## config.mk

```make
export PLATFORM = sky130hd
export DESIGN_NAME = scsd_top
export DESIGN_NICKNAME = d
export VERILOG_FILES = /design/src/include/scsd_pkg.sv /design/src/logic/scsd_top.sv
export SDC_FILE = /design/constraint.sdc
export NUM_CORES = 1
export LEC_CHECK = 0
export BUFFER_PORTS_ARGS = -buffer_cell sky130_fd_sc_hd__buf_2
export CAP_MARGIN = 20
export CORE_MARGIN = 10
export CORE_UTILIZATION = 40
export DETAILED_ROUTE_END_ITERATION = 16
export PLACE_DENSITY_LB_ADDON = 0.2
export RECOVER_POWER = 100
export SYNTH_ARGS = -nofsm -noshare
export SYNTH_HDL_FRONTEND = slang
export SYNTH_SLANG_ARGS = --single-unit
```

## constraint.sdc

```tcl
create_clock -name i_ref_clk -period 2.8 [get_ports i_ref_clk]
set_input_delay 0.56 -clock i_ref_clk [delete_from_list [all_inputs] [get_ports i_ref_clk]]
set_output_delay 0.56 -clock i_ref_clk [all_outputs]
set_load 0.02 [all_outputs]
```

## src/include/scsd_pkg.sv

```systemverilog
// Constants shared by the system clock source and divider block.
package scsd_pkg;
    // Register byte offsets on the AXI4-Lite slave.
    localparam logic [7:0] OFS_OUTPUT_CLK_CTRL  = 8'h00;
    localparam logic [7:0] OFS_SYSTEM_CLK_CTRL  = 8'h04;
    localparam logic [7:0] OFS_LOCAL_CLK_RATIO  = 8'h08;
    localparam logic [7:0] OFS_RESET_CFG_LOW    = 8'h0c;
    localparam logic [7:0] OFS_CLOCK_STATUS     = 8'h10;

    // Number of bus clock outputs and of modelled clock waveforms.
    localparam int NUM_BUS_OUT = 3;
    localparam int NCLK        = 13;
    localparam int CW          = 5;

    // Waveform indices.
    localparam int IX_SYNC  = 0;
    localparam int IX_BOUT  = 1;
    localparam int IX_PCIE  = 4;
    localparam int IX_SATA  = 6;
    localparam int IX_I2C1  = 8;
    localparam int IX_I2C2  = 9;
    localparam int IX_LOCAL = 10;
    localparam int IX_MEM   = 11;
    localparam int IX_MDATA = 12;

    // Unit clock mode encodings.
    localparam logic [1:0] MODE_OFF   = 2'h0;
    localparam logic [1:0] MODE_FULL  = 2'h1;
    localparam logic [1:0] MODE_HALF  = 2'h2;
    localparam logic [1:0] MODE_THIRD = 2'h3;

    // Local divider field encodings.
    localparam logic [1:0] LDIV_2 = 2'h0;
    localparam logic [1:0] LDIV_4 = 2'h1;
    localparam logic [1:0] LDIV_8 = 2'h2;

    // Half periods in base ticks; the fastest clock (twice system bus) is one tick.
    localparam logic [CW-1:0] H_OFF   = 5'h00;
    localparam logic [CW-1:0] H_REF   = 5'h01;
    localparam logic [CW-1:0] H_REF2  = 5'h02;
    localparam logic [CW-1:0] H_CSB   = 5'h02;
    localparam logic [CW-1:0] H_CSB2  = 5'h04;
    localparam logic [CW-1:0] H_CSB3  = 5'h06;
    localparam logic [CW-1:0] H_LBIU1 = 5'h02;
    localparam logic [CW-1:0] H_LBIU2 = 5'h01;
    localparam logic [CW-1:0] H_MDATA = 5'h01;

    // Reset values.
    localparam logic [NUM_BUS_OUT-1:0] RST_OUTPUT_CLK_CTRL = 3'h0;
    localparam logic [9:0]             RST_SYSTEM_CLK_CTRL = 10'h3ff;
    localparam logic [1:0]             RST_LOCAL_DIV       = 2'h0;

    localparam logic [1:0] RESP_OKAY   = 2'h0;
    localparam logic [1:0] RESP_SLVERR = 2'h2;
endpackage

```

## src/logic/scsd_top.sv

```systemverilog
// System clock source selection, derived clock dividers and register slave.
//
// Local design decisions: the AXI4-Lite slave port and the register addresses.
`timescale 1ns/1ps
`default_nettype none
// Notes on behaviour
// - Host strap uses reference clock as primary; agent strap uses bus clock input.
// - Host mode feeds reference into halving divider and sync and bus output muxes.
// - Power-on strap selects full or halved reference on sync output.
// - Each bus clock output has an enable bit; cleared means not driven.
// - PCI Express clocks: off, full, half, third; default third of system bus.
// - SATA clocks offer off, full or third of system bus clock, no half; default third.
// - First two-wire serial clock configurable; second fixed at system bus.
// - External local clock is interface clock divided by 2, 4 or 8.
// - Local interface clock is one or two times system bus, by strap.
// - Memory data moves at twice memory bus clock rate.
// - Straps sampled during hard reset, latched at power-on release, then receivers off.
module scsd_top (
    input  wire logic                           i_ref_clk,
    input  wire logic                           i_srst,
    input  wire logic                           i_hard_reset_n,
    input  wire logic                           i_power_on_reset_n,
    input  wire logic                           i_host_strap,
    input  wire logic                           i_ref_halve_strap,
    input  wire logic                           i_local_iface_ratio_strap,
    input  wire logic                           i_bus_clock_in,
    input  wire logic [7:0]                     s_axi_awaddr,
    input  wire logic                           s_axi_awvalid,
    output logic                                s_axi_awready,
    input  wire logic [31:0]                    s_axi_wdata,
    input  wire logic [3:0]                     s_axi_wstrb,
    input  wire logic                           s_axi_wvalid,
    output logic                                s_axi_wready,
    output logic [1:0]                          s_axi_bresp,
    output logic                                s_axi_bvalid,
    input  wire logic                           s_axi_bready,
    input  wire logic [7:0]                     s_axi_araddr,
    input  wire logic                           s_axi_arvalid,
    output logic                                s_axi_arready,
    output logic [31:0]                         s_axi_rdata,
    output logic [1:0]                          s_axi_rresp,
    output logic                                s_axi_rvalid,
    input  wire logic                           s_axi_rready,
    output logic                                o_strap_receive_en,
    output logic                                o_primary_is_ref,
    output logic                                o_sync_out,
    output logic [scsd_pkg::NUM_BUS_OUT-1:0]    o_bus_clock_out_n,
    output logic [scsd_pkg::NUM_BUS_OUT-1:0]    o_bus_clock_out_drive,
    output logic [1:0]                          o_pcie_clock,
    output logic [1:0]                          o_sata_clock,
    output logic                                o_i2c1_clock,
    output logic                                o_i2c2_clock,
    output logic                                o_local_bus_clock_out,
    output logic                                o_memory_bus_clock,
    output logic                                o_memory_data_strobe
);
    import scsd_pkg::*;

    typedef struct packed {
        logic                        pins1_hr;
        logic                        pins2_hr;
        logic                        pins1_por;
        logic                        pins2_por;
        logic [2:0]                  straps1;
        logic [2:0]                  straps2;
        logic                        bclk1;
        logic                        bclk2;
        logic                        bclk3;
        logic [2:0]                  sampled;
        logic                        cfg_valid;
        logic                        cfg_host;
        logic                        cfg_halve;
        logic                        cfg_local_ratio;
        logic [NUM_BUS_OUT-1:0]      output_clock_ctrl_reg;
        logic [9:0]                  system_clock_ctrl_reg;
        logic [1:0]                  local_divider_field;
        logic [NCLK-1:0][CW-1:0]     cnt;
        logic [NCLK-1:0][CW-1:0]     cur;
        logic [NCLK-1:0]             lvl;
        logic                        aw_held;
        logic [7:0]                  aw_addr;
        logic                        w_held;
        logic [31:0]                 w_data;
        logic [3:0]                  w_strb;
        logic                        awready;
        logic                        wready;
        logic                        bvalid;
        logic [1:0]                  bresp;
        logic                        arready;
        logic                        rvalid;
        logic [31:0]                 rdata;
        logic [1:0]                  rresp;
        logic                        recv_en;
        logic [NUM_BUS_OUT-1:0]      drive;
    } scsd_state_t;

    scsd_state_t st;
    scsd_state_t next_st;

    // Half period for a unit mode; units without the halved option treat it as off.
    function automatic logic [CW-1:0] mode_half(input logic [1:0] mode, input logic allow_half);
        logic [CW-1:0] h;
        h = H_OFF;
        case (mode)
            MODE_FULL:  h = H_CSB;
            MODE_HALF:  h = allow_half ? H_CSB2 : H_OFF;
            MODE_THIRD: h = H_CSB3;
            default:    h = H_OFF;
        endcase
        return h;
    endfunction

    // Byte-lane merge of a write into a register word.
    function automatic logic [31:0] merge(input logic [31:0] old, input logic [31:0] d, input logic [3:0] s);
        logic [31:0] r;
        r = old;
        for (int b = 0; b < 4; b++) begin
            if (s[b]) begin
                r[8*b +: 8] = d[8*b +: 8];
            end
        end
        return r;
    endfunction

    logic            tick;
    logic [CW-1:0]   req   [NCLK];
    logic [CW-1:0]   lbiu_h;
    logic [CW-1:0]   loc_h;
    logic [31:0]     wmerged;
    logic            wr_hit;

    always_comb begin
        next_st = st;
        // Two-flop synchronisers for the hard reset, power-on, strap and bus clock pins.
        next_st.pins1_hr  = i_hard_reset_n;
        next_st.pins2_hr  = st.pins1_hr;
        next_st.pins1_por = i_power_on_reset_n;
        next_st.pins2_por = st.pins1_por;
        next_st.straps1   = {i_local_iface_ratio_strap, i_ref_halve_strap, i_host_strap};
        next_st.straps2   = st.straps1;
        next_st.bclk1     = i_bus_clock_in;
        next_st.bclk2     = st.bclk1;
        next_st.bclk3     = st.bclk2;

        // Straps follow the pins while hard reset is low and freeze at power-on release.
        if (!st.pins2_hr && !st.cfg_valid) begin
            next_st.sampled = st.straps2;
        end
        if (!st.pins2_por) begin
            next_st.cfg_valid = 1'b0;
        end else if (!st.cfg_valid) begin
            next_st.cfg_valid = 1'b1;
            next_st.cfg_host  = st.sampled[0];
            next_st.cfg_halve = st.sampled[1];
            next_st.cfg_local_ratio = st.sampled[2];
        end

        // Host mode runs every cycle on the reference; agent mode steps on rising bus clock edges.
        tick = st.cfg_host ? 1'b1 : (st.bclk2 && !st.bclk3);

        for (int i = 0; i < NCLK; i++) begin
            req[i] = H_OFF;
        end
        if (st.cfg_valid) begin
            if (st.cfg_host) begin
                req[IX_SYNC] = st.cfg_halve ? H_REF2 : H_REF;
                for (int i = 0; i < NUM_BUS_OUT; i++) begin
                    req[IX_BOUT + i] = st.output_clock_ctrl_reg[i] ? req[IX_SYNC] : H_OFF;
                end
            end
            for (int i = 0; i < 2; i++) begin
                req[IX_PCIE + i] = mode_half(st.system_clock_ctrl_reg[2*i +: 2], 1'b1);
                req[IX_SATA + i] = mode_half(st.system_clock_ctrl_reg[4 + 2*i +: 2], 1'b0);
            end
            req[IX_I2C1] = mode_half(st.system_clock_ctrl_reg[9:8], 1'b1);
            req[IX_I2C2] = H_CSB;
            req[IX_LOCAL] = loc_h;
            req[IX_MEM]   = H_CSB;
            req[IX_MDATA] = H_MDATA;
        end

        // Changes take effect only at the end of a low phase, so no runt pulse can appear.
        if (tick) begin
            for (int i = 0; i < NCLK; i++) begin
                if (st.cur[i] == H_OFF) begin
                    next_st.cnt[i] = '0;
                    next_st.lvl[i] = (req[i] != H_OFF);
                    next_st.cur[i] = req[i];
                end else if (st.cnt[i] + 5'h01 >= st.cur[i]) begin
                    next_st.cnt[i] = '0;
                    if (st.lvl[i]) begin
                        next_st.lvl[i] = 1'b0;
                    end else begin
                        next_st.cur[i] = req[i];
                        next_st.lvl[i] = (req[i] != H_OFF);
                    end
                end else begin
                    next_st.cnt[i] = st.cnt[i] + 5'h01;
                end
            end
        end

        // AXI4-Lite write: address and data taken in either order, response after both.
        wmerged = 32'h0;
        wr_hit  = 1'b1;
        if (s_axi_awvalid && st.awready) begin
            next_st.aw_held = 1'b1;
            next_st.aw_addr = s_axi_awaddr;
            next_st.awready = 1'b0;
        end
        if (s_axi_wvalid && st.wready) begin
            next_st.w_held = 1'b1;
            next_st.w_data = s_axi_wdata;
            next_st.w_strb = s_axi_wstrb;
            next_st.wready = 1'b0;
        end
        if (st.aw_held && st.w_held && !st.bvalid) begin
            case (st.aw_addr)
                OFS_OUTPUT_CLK_CTRL: begin
                    wmerged = merge({29'h0, st.output_clock_ctrl_reg}, st.w_data, st.w_strb);
                    next_st.output_clock_ctrl_reg = wmerged[NUM_BUS_OUT-1:0];
                end
                OFS_SYSTEM_CLK_CTRL: begin
                    wmerged = merge({22'h0, st.system_clock_ctrl_reg}, st.w_data, st.w_strb);
                    next_st.system_clock_ctrl_reg = wmerged[9:0];
                end
                OFS_LOCAL_CLK_RATIO: begin
                    wmerged = merge({30'h0, st.local_divider_field}, st.w_data, st.w_strb);
                    next_st.local_divider_field = wmerged[1:0];
                end
                OFS_RESET_CFG_LOW, OFS_CLOCK_STATUS: begin
                    wr_hit = 1'b1;
                end
                default: begin
                    wr_hit = 1'b0;
                end
            endcase
            next_st.bvalid  = 1'b1;
            next_st.bresp   = wr_hit ? RESP_OKAY : RESP_SLVERR;
            next_st.aw_held = 1'b0;
            next_st.w_held  = 1'b0;
        end
        if (st.bvalid && s_axi_bready) begin
            next_st.bvalid  = 1'b0;
            next_st.awready = 1'b1;
            next_st.wready  = 1'b1;
        end

        // AXI4-Lite read: one outstanding read, answered the cycle after the address.
        if (s_axi_arvalid && st.arready) begin
            next_st.arready = 1'b0;
            next_st.rvalid  = 1'b1;
            next_st.rresp   = RESP_OKAY;
            case (s_axi_araddr)
                OFS_OUTPUT_CLK_CTRL: next_st.rdata = {29'h0, st.output_clock_ctrl_reg};
                OFS_SYSTEM_CLK_CTRL: next_st.rdata = {22'h0, st.system_clock_ctrl_reg};
                OFS_LOCAL_CLK_RATIO: next_st.rdata = {30'h0, st.local_divider_field};
                OFS_RESET_CFG_LOW:   next_st.rdata = {28'h0, st.cfg_valid, st.cfg_local_ratio, st.cfg_halve, st.cfg_host};
                OFS_CLOCK_STATUS:    next_st.rdata = {19'h0, st.lvl};
                default: begin
                    next_st.rdata = 32'h0;
                    next_st.rresp = RESP_SLVERR;
                end
            endcase
        end
        if (st.rvalid && s_axi_rready) begin
            next_st.rvalid  = 1'b0;
            next_st.arready = 1'b1;
        end

        if (i_srst) begin
            next_st                       = '0;
            next_st.pins1_hr              = 1'b0;
            next_st.output_clock_ctrl_reg = RST_OUTPUT_CLK_CTRL;
            next_st.system_clock_ctrl_reg = RST_SYSTEM_CLK_CTRL;
            next_st.local_divider_field   = RST_LOCAL_DIV;
            next_st.awready               = 1'b1;
            next_st.wready                = 1'b1;
            next_st.arready               = 1'b1;
        end

        // Both pin controls come from flops so no decode glitch can reach the pins.
        next_st.recv_en = !next_st.cfg_valid;
        next_st.drive   = next_st.output_clock_ctrl_reg & {NUM_BUS_OUT{next_st.cfg_host & next_st.cfg_valid}};
    end

    // Local interface clock from the ratio strap, then the external divider.
    always_comb begin
        lbiu_h = st.cfg_local_ratio ? H_LBIU2 : H_LBIU1;
        case (st.local_divider_field)
            LDIV_2:  loc_h = CW'(lbiu_h * 2);
            LDIV_4:  loc_h = CW'(lbiu_h * 4);
            LDIV_8:  loc_h = CW'(lbiu_h * 8);
            default: loc_h = CW'(lbiu_h * 8);
        endcase
    end

    always_ff @(posedge i_ref_clk) begin
        st <= next_st;
    end

    assign s_axi_awready         = st.awready;
    assign s_axi_wready          = st.wready;
    assign s_axi_bvalid          = st.bvalid;
    assign s_axi_bresp           = st.bresp;
    assign s_axi_arready         = st.arready;
    assign s_axi_rvalid          = st.rvalid;
    assign s_axi_rdata           = st.rdata;
    assign s_axi_rresp           = st.rresp;
    assign o_strap_receive_en    = st.recv_en;
    assign o_primary_is_ref      = st.cfg_host;
    assign o_sync_out            = st.lvl[IX_SYNC];
    assign o_bus_clock_out_n     = st.lvl[IX_BOUT +: NUM_BUS_OUT];
    assign o_bus_clock_out_drive = st.drive;
    assign o_pcie_clock          = st.lvl[IX_PCIE +: 2];
    assign o_sata_clock          = st.lvl[IX_SATA +: 2];
    assign o_i2c1_clock          = st.lvl[IX_I2C1];
    assign o_i2c2_clock          = st.lvl[IX_I2C2];
    assign o_local_bus_clock_out = st.lvl[IX_LOCAL];
    assign o_memory_bus_clock    = st.lvl[IX_MEM];
    assign o_memory_data_strobe  = st.lvl[IX_MDATA];
endmodule
`default_nettype wire

```

==> results of run 1 <==
metal layers:
| metal | routed length, um | share of wire, % | vias to the layer above |
|---|---|---|---|
| met5 | 0 | 0 | - |
| met4 | 130 | 0.69 | 0 |
| met3 | 886 | 4.7 | 8 |
| met2 | 8490 | 45 | 92 |
| met1 | 9300 | 49 | 2964 |
| li1 | - | - | 3299 |
cells in the final DEF (no fill, tap or decap), types with 3 or more instances in the layout:
cell       count
dfxtp_1      184
nand2_1      120
nor2_1        63
a21oi_1       61
clkbuf_1      43
ha_1          38
buf_2         38
and3_1        35
nand3_1       34
inv_1         33
xor2_1        32
o21ai_0       32
mux2i_1       27
nor2b_1       22
conb_1        21
clkbuf_16     17
xnor2_1       15
a22o_1        15
or4_1         10
a31oi_1       10
a22oi_1       10
nand2b_1       9
or2_2          9
a211oi_1       9
and2_0         7
a41o_1         6
and2_1         5
a21bo_2        5
inv_8          5
buf_4          5
o2bb2ai_1      4
a32o_1         4
nor3_1         4
nand4_1        3
o22ai_1        3
inv_6          3
clkinv_8       3
registers in the layout, summed over array words and instances, names as in the netlist, 2 cells and up:
signal and cells:
o_sata_clock 2, st 146, o_bus_clock_out_drive 3, s_axi_rdata 13, o_bus_clock_out_n 3, o_pcie_clock 2
repair_timing:
action                     in CTS  in global routing
hold buffers                    0                  0
setup endpoints to repair       0                  4
resized for setup               0                  1
worst max-delay path: cells and delay by family, from the launching register on:
kind	cells	cell delay, ns
and+or+nand+nor	2	1.06
buffers and inverters	1	0.67
DFF	1	0.45
xor gates and xnor gates	1	0.12
worst max path at each step:
| stage | to | startpoint | cells after the start |
|---|---|---|---|
| after floorplan | st[220] | st[219] | 8 |
| after global placement | st[223] | st[219] | 8 |
| after detailed placement | st[223] | st[219] | 8 |
| after CTS | st[223] | st[219] | 8 |
| after global routing | st[179] | o_primary_is_ref | 4 |
| final | st[179] | o_primary_is_ref | 4 |
power by group:
group | internal [mW] | switching (mW)
Sequential | 2.66 | 0.0414
Clock | 1.23 | 1.16
Combinational | 0.115 | 0.214
area by class of cell:
type / instances / area (um^2)
Antenna cell: 2 / 5.00
Fill cell: 2077 / 11500
Multi-Input combinational cell: 655 / 4180
Inverter: 34 / 128
Tap cell: 275 / 344
Clock buffer: 18 / 439
Timing Repair Buffer: 88 / 414
Sequential cell: 184 / 3680
Clock inverter: 14 / 156
stage by stage:
| step | power [mW] | setup WS, ns | instances |
|---|---|---|---|
| after floorplan | 3.02 | 0.676 | 960 |
| final | 5.42 | 0.366 | 1270 |
| after detailed placement | 3.11 | 0.229 | 1236 |
| after global placement | 3.10 | 0.266 | 1236 |
| after CTS | 5.49 | 0.196 | 1268 |
| after global routing | 5.64 | 0.135 | 1268 |
logic make-up (layout without fill, tap and decap cells):
logic type               after synthesis  count (layout)  synth area share, %
AO/OA/AOI/OAI                        187             187                 15.0
XOR/XNOR                              47              47                 4.89
adder cells (fa/ha/maj)               38              38                 5.64
buffers and inverters                121             154                 7.59
flip-flops                           184             184                 43.7
multiplexers                          30              30                 3.74
other                                  1              23               0.0445
AND/OR/NAND/NOR                      332             332                 19.4
==> summary.txt, run 1 <==
Power and ir drop
  – Leak: ~3.7 nW
  – PD cells: just under 600 mW/mm^2
  – Peak supply drop: a little under 0.4 mV

STA
  – Max frequency: 411 MHz
  – Final Critical Period: 2.43 ns
  – Final period utilization: roughly 87%
  – Headroom to the max-slew limit: 29.8%
  – Clk_skew: between 0.009 and 0.01 ns
  – Setup Viol. Count Final: 0
  – Unrepaired setup endpoints after global routing: false
  – Setup tns final: 0 ns
  – Worst-Margin Slew: 1.05 ns
  – Hold slack: around 0.34 ns
  – Max-slew violation total from the final report: 0
  – Final hold violations: 0

Clock tree
  – Max Root-Sink Buffers: 2
  – TritonCTS clock tree: done
  – H-tree levels: 4
  – Clock Tree Root: clkbuf_16
  – Clock latency on the worst-skew pair: between 0.4 and 0.5 ns
  – CTS clock-pin slew for the worst setup and hold paths: around 0.070 ns
  – CTS sink count: approximately 180
  – Post-CTS Setup Bufs: 0
  – Total CTS buffers: 17

Worst hold path
  – Worst Hold Launch: i_bus_clock_in
  – Hold EP: st[258]
  – Hold depth: 2
  – HP Class: in -> reg

Synthesis
  – Register area share after synthesis: roughly 44%
  – Post-Syn Area per Cell: between 8 and 9 um^2
  – FF+latch count, synth: about 180
  – Async set or reset register ratio after synthesis: 0%
  – Post-Syn Area: about 0.0084 mm^2
  – Synth top cells by count: 184 x dfxtp_1, 120 x nand2_1, 64 x nor2_1
  – Top-count cell post-synth: dfxtp_1
  – Top post-synthesis cells by area: dfxtp_1 44%, ha_1 5.6%, nand2_1 5.3%
  – Number of synthesized flops with an enable pin: 0
  – Top_reg_cell synth: dfxtp_1
  – Top cell type's share of synthesized area: between 40% and 50%
  – Syn Inst Count: 940
  – Netlist cell types: 65
  – Top cell type by total area after synthesis: dfxtp_1
  – Synthesis Warnings: 0

Outcome
  – Outcome: finished, final reports clean

Place
  – GP Congestion: 0.775
  – Area post-placement: just under 0.009 mm^2
  – HPWL after detailed placement: roughly 13 mm
  – Port Buffers: 78

Layout
  – Utilization after layout: 44.8%
  – Finished Cell Area: 0.00935 mm^2
  – Synth-to-Final Area Change: 11.0%
  – NumNets Final: roughly 1,100
  – Share of post-route cells with drive strength above 1: 9.97%

Setup path
  – Crit-path cells: nor2_2 -> clkbuf_2 -> xnor2_1 -> and3_1
  – Type of origin of the critical path: register
  – Cell depth of the worst flop-to-flop path: 4
  – Worst path slowest cell: nor2_2
  – WP data arrival: between 2 and 3 ns
  – FF-to-FF End: st[179]
  – FF-to-FF Start: o_primary_is_ref
  – Flop2flop setup slack: 0.37 ns
  – Crit path kind: reg -> reg
  – Required time worst endpoint: ~3.1 ns
  – CP Capture Type: register
  – CP max FO: 36
  – Slowest cell delay on critical path: 0.87 ns

Die
  – Core Footprint: about 0.021 mm^2
  – Die Height: 165 um
  – Initial Util: between 40% and 50%
  – Die ar.: between 0.02 and 0.03 mm^2
  – I/O pins: 124
  – Core Rows: 53
  – DIE WIDTH: 165 um

Global routing
  – Global Route met2 Usage: between 20% and 30%
  – Initial antenna violation count: 2
  – First-pass GRT wire length: roughly 31 mm
  – GRT busiest layer: met2
  – Global route overflow: 0
  – Vias in the first global route: roughly 6,300
  – Largest net degree at the start of global routing: 87
  – GRT met1 Usage: between 10% and 20%
  – GRT Total Usage: roughly 14%
  – Met3 GRT Util: 4.09%

Run
  – Max cap viols: 0

Detailed routing
  – Drt wl/cell: about 15 um
  – DRT antenna net count: 0
  – 1st-iter DRT viols: approximately 320
  – DRC: 0
  – First-pass detailed-route iteration total: 4
  – DR vias: around 6,400
  – Post-Route WL: around 19 mm
  – Vias/cell: about 5
Power figures use the tool's default switching activity.
==> inputs of run 2 (changes only) <==
--- a/config.mk
+++ b/config.mk
@@ -5,6 +5,7 @@
 export SDC_FILE = /design/constraint.sdc
 export NUM_CORES = 1
 export LEC_CHECK = 0
+export ABC_AREA = 1
 export BUFFER_PORTS_ARGS = -buffer_cell sky130_fd_sc_hd__buf_2
 export CAP_MARGIN = 20
 export CORE_MARGIN = 10
==> run 2 against run 1 <==
The run now ends with max-capacitance violations, max-slew violations left. Largest power group unchanged. Maximum frequency increased by 8.9%. Sequential power increased by 3%. Sequential share of layout area decreased by 1.7 points. Final area increased by 4.5%. Final cell count increased by 21%. Die area increased by 6.2%. First-iteration DRC count increased by 30%. Hold slack got worse by 0.0033 ns. Synthesized area increased by 7.0%. Critical path type unchanged.
==> summary.txt, run 2 <==
Synthesis
  – Async set or reset register ratio after synthesis: 0% (unchanged)
  – Top post-synthesis cells by area: dfxtp_1 41%, nand2_1 10%, nor2_1 6.0%
  – Synthesis Warnings: 0 (unchanged)
  – Register area share after synthesis: 40.8% (-2.9 points)
  – Top cell type by total area after synthesis: dfxtp_1
  – Top cell type's share of synthesized area: 40.8% (-2.9 points)
  – FF+latch count, synth: 184 (unchanged)
  – Synth top cells by count: 251 x nand2_1, 184 x dfxtp_1, 145 x nor2_1
  – Post-Syn Area: 0.00902 mm^2 (+7.0%)
  – Post-Syn Area per Cell: 7.42 um^2 (-17%)
  – Syn Inst Count: 1,216 (+29%)
  – Netlist cell types: 44 (-32%)
  – Top_reg_cell synth: dfxtp_1
  – Number of synthesized flops with an enable pin: 0 (unchanged)
  – Top-count cell post-synth: nand2_1

Setup path
  – CP Capture Type: register
  – Family with the most delay on the worst path: simple AND/OR/NAND/NOR gates
  – FF-to-FF Start: st[219]
  – Worst path slowest cell: dfxtp_1
  – CP bufs+invs: 0 (-1)
  – WP data arrival: 2.46 ns (-0.30 ns)
  – CP max FO: 7 (-81%)
  – Required time worst endpoint: 3.02 ns (-0.10 ns)
  – Crit-path cells: ha_1 -> nand3_1 -> xor2_1 -> ha_1 -> nand2_1 -> o21bai_1 -> nand4_1 -> nand3_1 -> nand2_1 -> a21oi_1
  – Type of origin of the critical path: register
  – Slowest cell delay on critical path: 0.41 ns (-0.46 ns)
  – Crit path kind: reg -> reg
  – CP startpoint: st[219]

Place
  – GP Congestion: 0.785 (+1.3%)
  – HPWL after detailed placement: 14.4 mm (+7.0%)
  – Port Buffers: 78 (unchanged)
  – DP Worst Slack: 0.631 ns (+0.402 ns)

STA
  – Setup Viol. Count Final: 0 (unchanged)
  – Max-slew violation total from the final report: 81 (+81)
  – Final hold violations: 0 (unchanged)
  – Max frequency: 447 MHz (+8.9%)
  – Setup tns final: 0 ns (unchanged)
  – Headroom to the max-slew limit: -24.4% (-54 points)
  – Final period utilization: 79.9% (-7.1 points)
  – Clk_skew: 0.0119 ns (+0.00196 ns)
  – Final Critical Period: 2.24 ns (-0.198 ns)
  – Hold slack: 0.332 ns (-0.00330 ns)
  – Unrepaired setup endpoints after global routing: false
  – Worst-Margin Slew: 1.87 ns (+0.815 ns)
  – Worst setup margin: 0.564 ns (+0.198 ns)

Worst hold path
  – HP Class: in -> reg
  – Worst Hold Launch: i_hard_reset_n

Clock tree
  – H-tree levels: 4 (unchanged)
  – CTS clock-pin slew for the worst setup and hold paths: 0.07 ns (about the same)
  – Total CTS buffers: 17 (unchanged)
  – Clock Tree Root: clkbuf_16
  – CTS sink count: 184 (unchanged)
  – Post-cts resize count: 0 (unchanged)
  – TritonCTS clock tree: done
  – Max Root-Sink Buffers: 2 (unchanged)
  – Clock latency on the worst-skew pair: 0.43 ns (about the same)
  – Post-CTS Setup Bufs: 0 (unchanged)
  – Hold_buf cts: 0 (unchanged)

Die
  – Core Footprint: 0.0220 mm^2 (+5.4%)
  – Die Height: 170 um (+3.0%)
  – Initial Util: 40.9% (+0.61 points)
  – Core Rows: 54 (+1.9%)
  – DIE WIDTH: 170 um (+3.0%)
  – Die ar.: 0.0290 mm^2 (+6.2%)
  – I/O pins: 124 (unchanged)

Outcome
  – Outcome: finished, violations left
  – Violated checks: max-capacitance violations, max-slew violations

Detailed routing
  – 1st-iter DRT viols: 420 (+30%)
  – Drt wl/cell: 13.5 um (-9.1%)
  – First-pass detailed-route iteration total: 5 (+1)
  – Post-Route WL: 20.8 mm (+10%)
  – Vias/cell: 4.86 (-3.0%)
  – DRT antenna net count: 0 (unchanged)
  – DR vias: 7,494 (+18%)
  – DRC: 0 (unchanged)

Power and ir drop
  – Clock share of power: 42.9% (-1.1 points)
  – Peak supply drop: 0.407 mV (+4.7%)
  – Internal power: 4.33 mW (+8.1%)
  – PD cells: 597 mW/mm^2 (+3.1%)
  – Share of power burned in combinational logic: 9.4% (+3.3 points)
  – Sequential Power Share: 47.6% (-2.3 points)
  – Switching Power: 1.51 mW (+6.6%)
  – Sw Share: 25.8% (-0.26 points)
  – Leak: 4.21 nW (+12%)

Layout
  – Share of post-route cells with drive strength above 1: 7.22% (-2.8 points)
  – Fillers: 2,350 (+13%)
  – NumNets Final: 1,353 (+25%)
  – Synth-to-Final Area Change: 8.34%
  – Most frequent cells in the layout: 252 x nand2_1, 184 x dfxtp_1, 146 x nor2_1
  – Largest Register: st
  – Max reg flops: 146 (unchanged)
  – Most common cell after layout, fill and taps aside: nand2_1

Run
  – Max cap viols: 1 (+1)

Global routing
  – First-pass GRT wire length: 34.5 mm (+9.9%)
  – Vias in the first global route: 7,047 (+13%)
  – Initial antenna violation count: 1 (-1)
  – Largest net degree at the start of global routing: 112 (+29%)
  – GRT Total Usage: 14.5% (+0.49 points)
  – Global route overflow: 0 (unchanged)
==> run 2: cell types whose count changed after synthesis, sizes merged, moves of 26 or more <==
cell / change
nor2: +82
and3: -34
nand4: +45
o21ai: +26
nor3: +33
inv: +107
nand2: +133
nand3: +39
==> run 2: metrics by stage <==
step	utilization, %	instance area, um^2	instances	total power, mW
2_1_floorplan	-	9090	1236	3.30
3_3_place_gp	42.2	9300	1511	3.40
3_5_place_dp	42.2	9300	1511	3.41
4_1_cts	44.9	9900	1541	5.91
5_1_grt	44.3	9770	1541	6.10
6_report	44.4	9770	1542	5.83
==> run 2: worst reg2reg max path, stage by stage (launching register included) <==
cell      delay (ns)
dfxtp_1         0.41
ha_1            0.21
nand3_1         0.10
xor2_1          0.17
ha_1            0.33
nand2_1         0.06
o21bai_1        0.15
nand4_1         0.21
nand3_1         0.21
nand2_1         0.12
a21oi_1         0.06
==> run 2: metal layers <==
layer  track usage (%)  wire [um]  share of wire (%)
met2              23.4       9100                 44
met5                 0          0                  0
met4              3.55        135               0.65
met1              18.9      10400                 50
met3              3.98       1100                5.3
==> run 2: final timing paths <==
kind	end	slack, ns	cells past startpoint
worst min-delay path	st[268]	0.33	3
worst max register to register	st[155]	0.56	10
worst min register to register	st[259]	0.40	2
worst max-delay path	st[155]	0.56	10
==> run 2: logic make-up (layout without fill, tap and decap cells) <==
logic type	after synthesis	in the layout	share of synthesized area [%]
AND/OR/NAND/NOR	573	573	28.3
buffers and inverters	230	255	12.6
flip-flops	184	184	40.8
AO/OA/AOI/OAI	163	163	10.3
adder cells (fa/ha/maj)	38	38	5.27
XOR/XNOR	21	21	2.04
multiplexers	6	6	0.666
other	1	22	0.0416
==> run 2: power by group through the flow <==
stage	logic, mW	registers [mW]	clock network (mW)
2_1_floorplan	0.467	2.83	0
3_3_place_gp	0.559	2.84	0
3_5_place_dp	0.567	2.84	0
4_1_cts	0.569	2.78	2.56
5_1_grt	0.639	2.79	2.67
6_report	0.551	2.78	2.50
==> run 2: cell type report <==
type / instances / area (um^2) / share of cell area, %
clock inverter: 12 / 164 / 1.68
multi-input combinational: 822 / 4200 / 43.0
antenna: 1 / 2.50 / 0.0256
inverter: 142 / 533 / 5.46
clock buffer: 18 / 439 / 4.49
timing repair buffer: 83 / 398 / 4.07
tap: 280 / 350 / 3.59
sequential: 184 / 3680 / 37.7
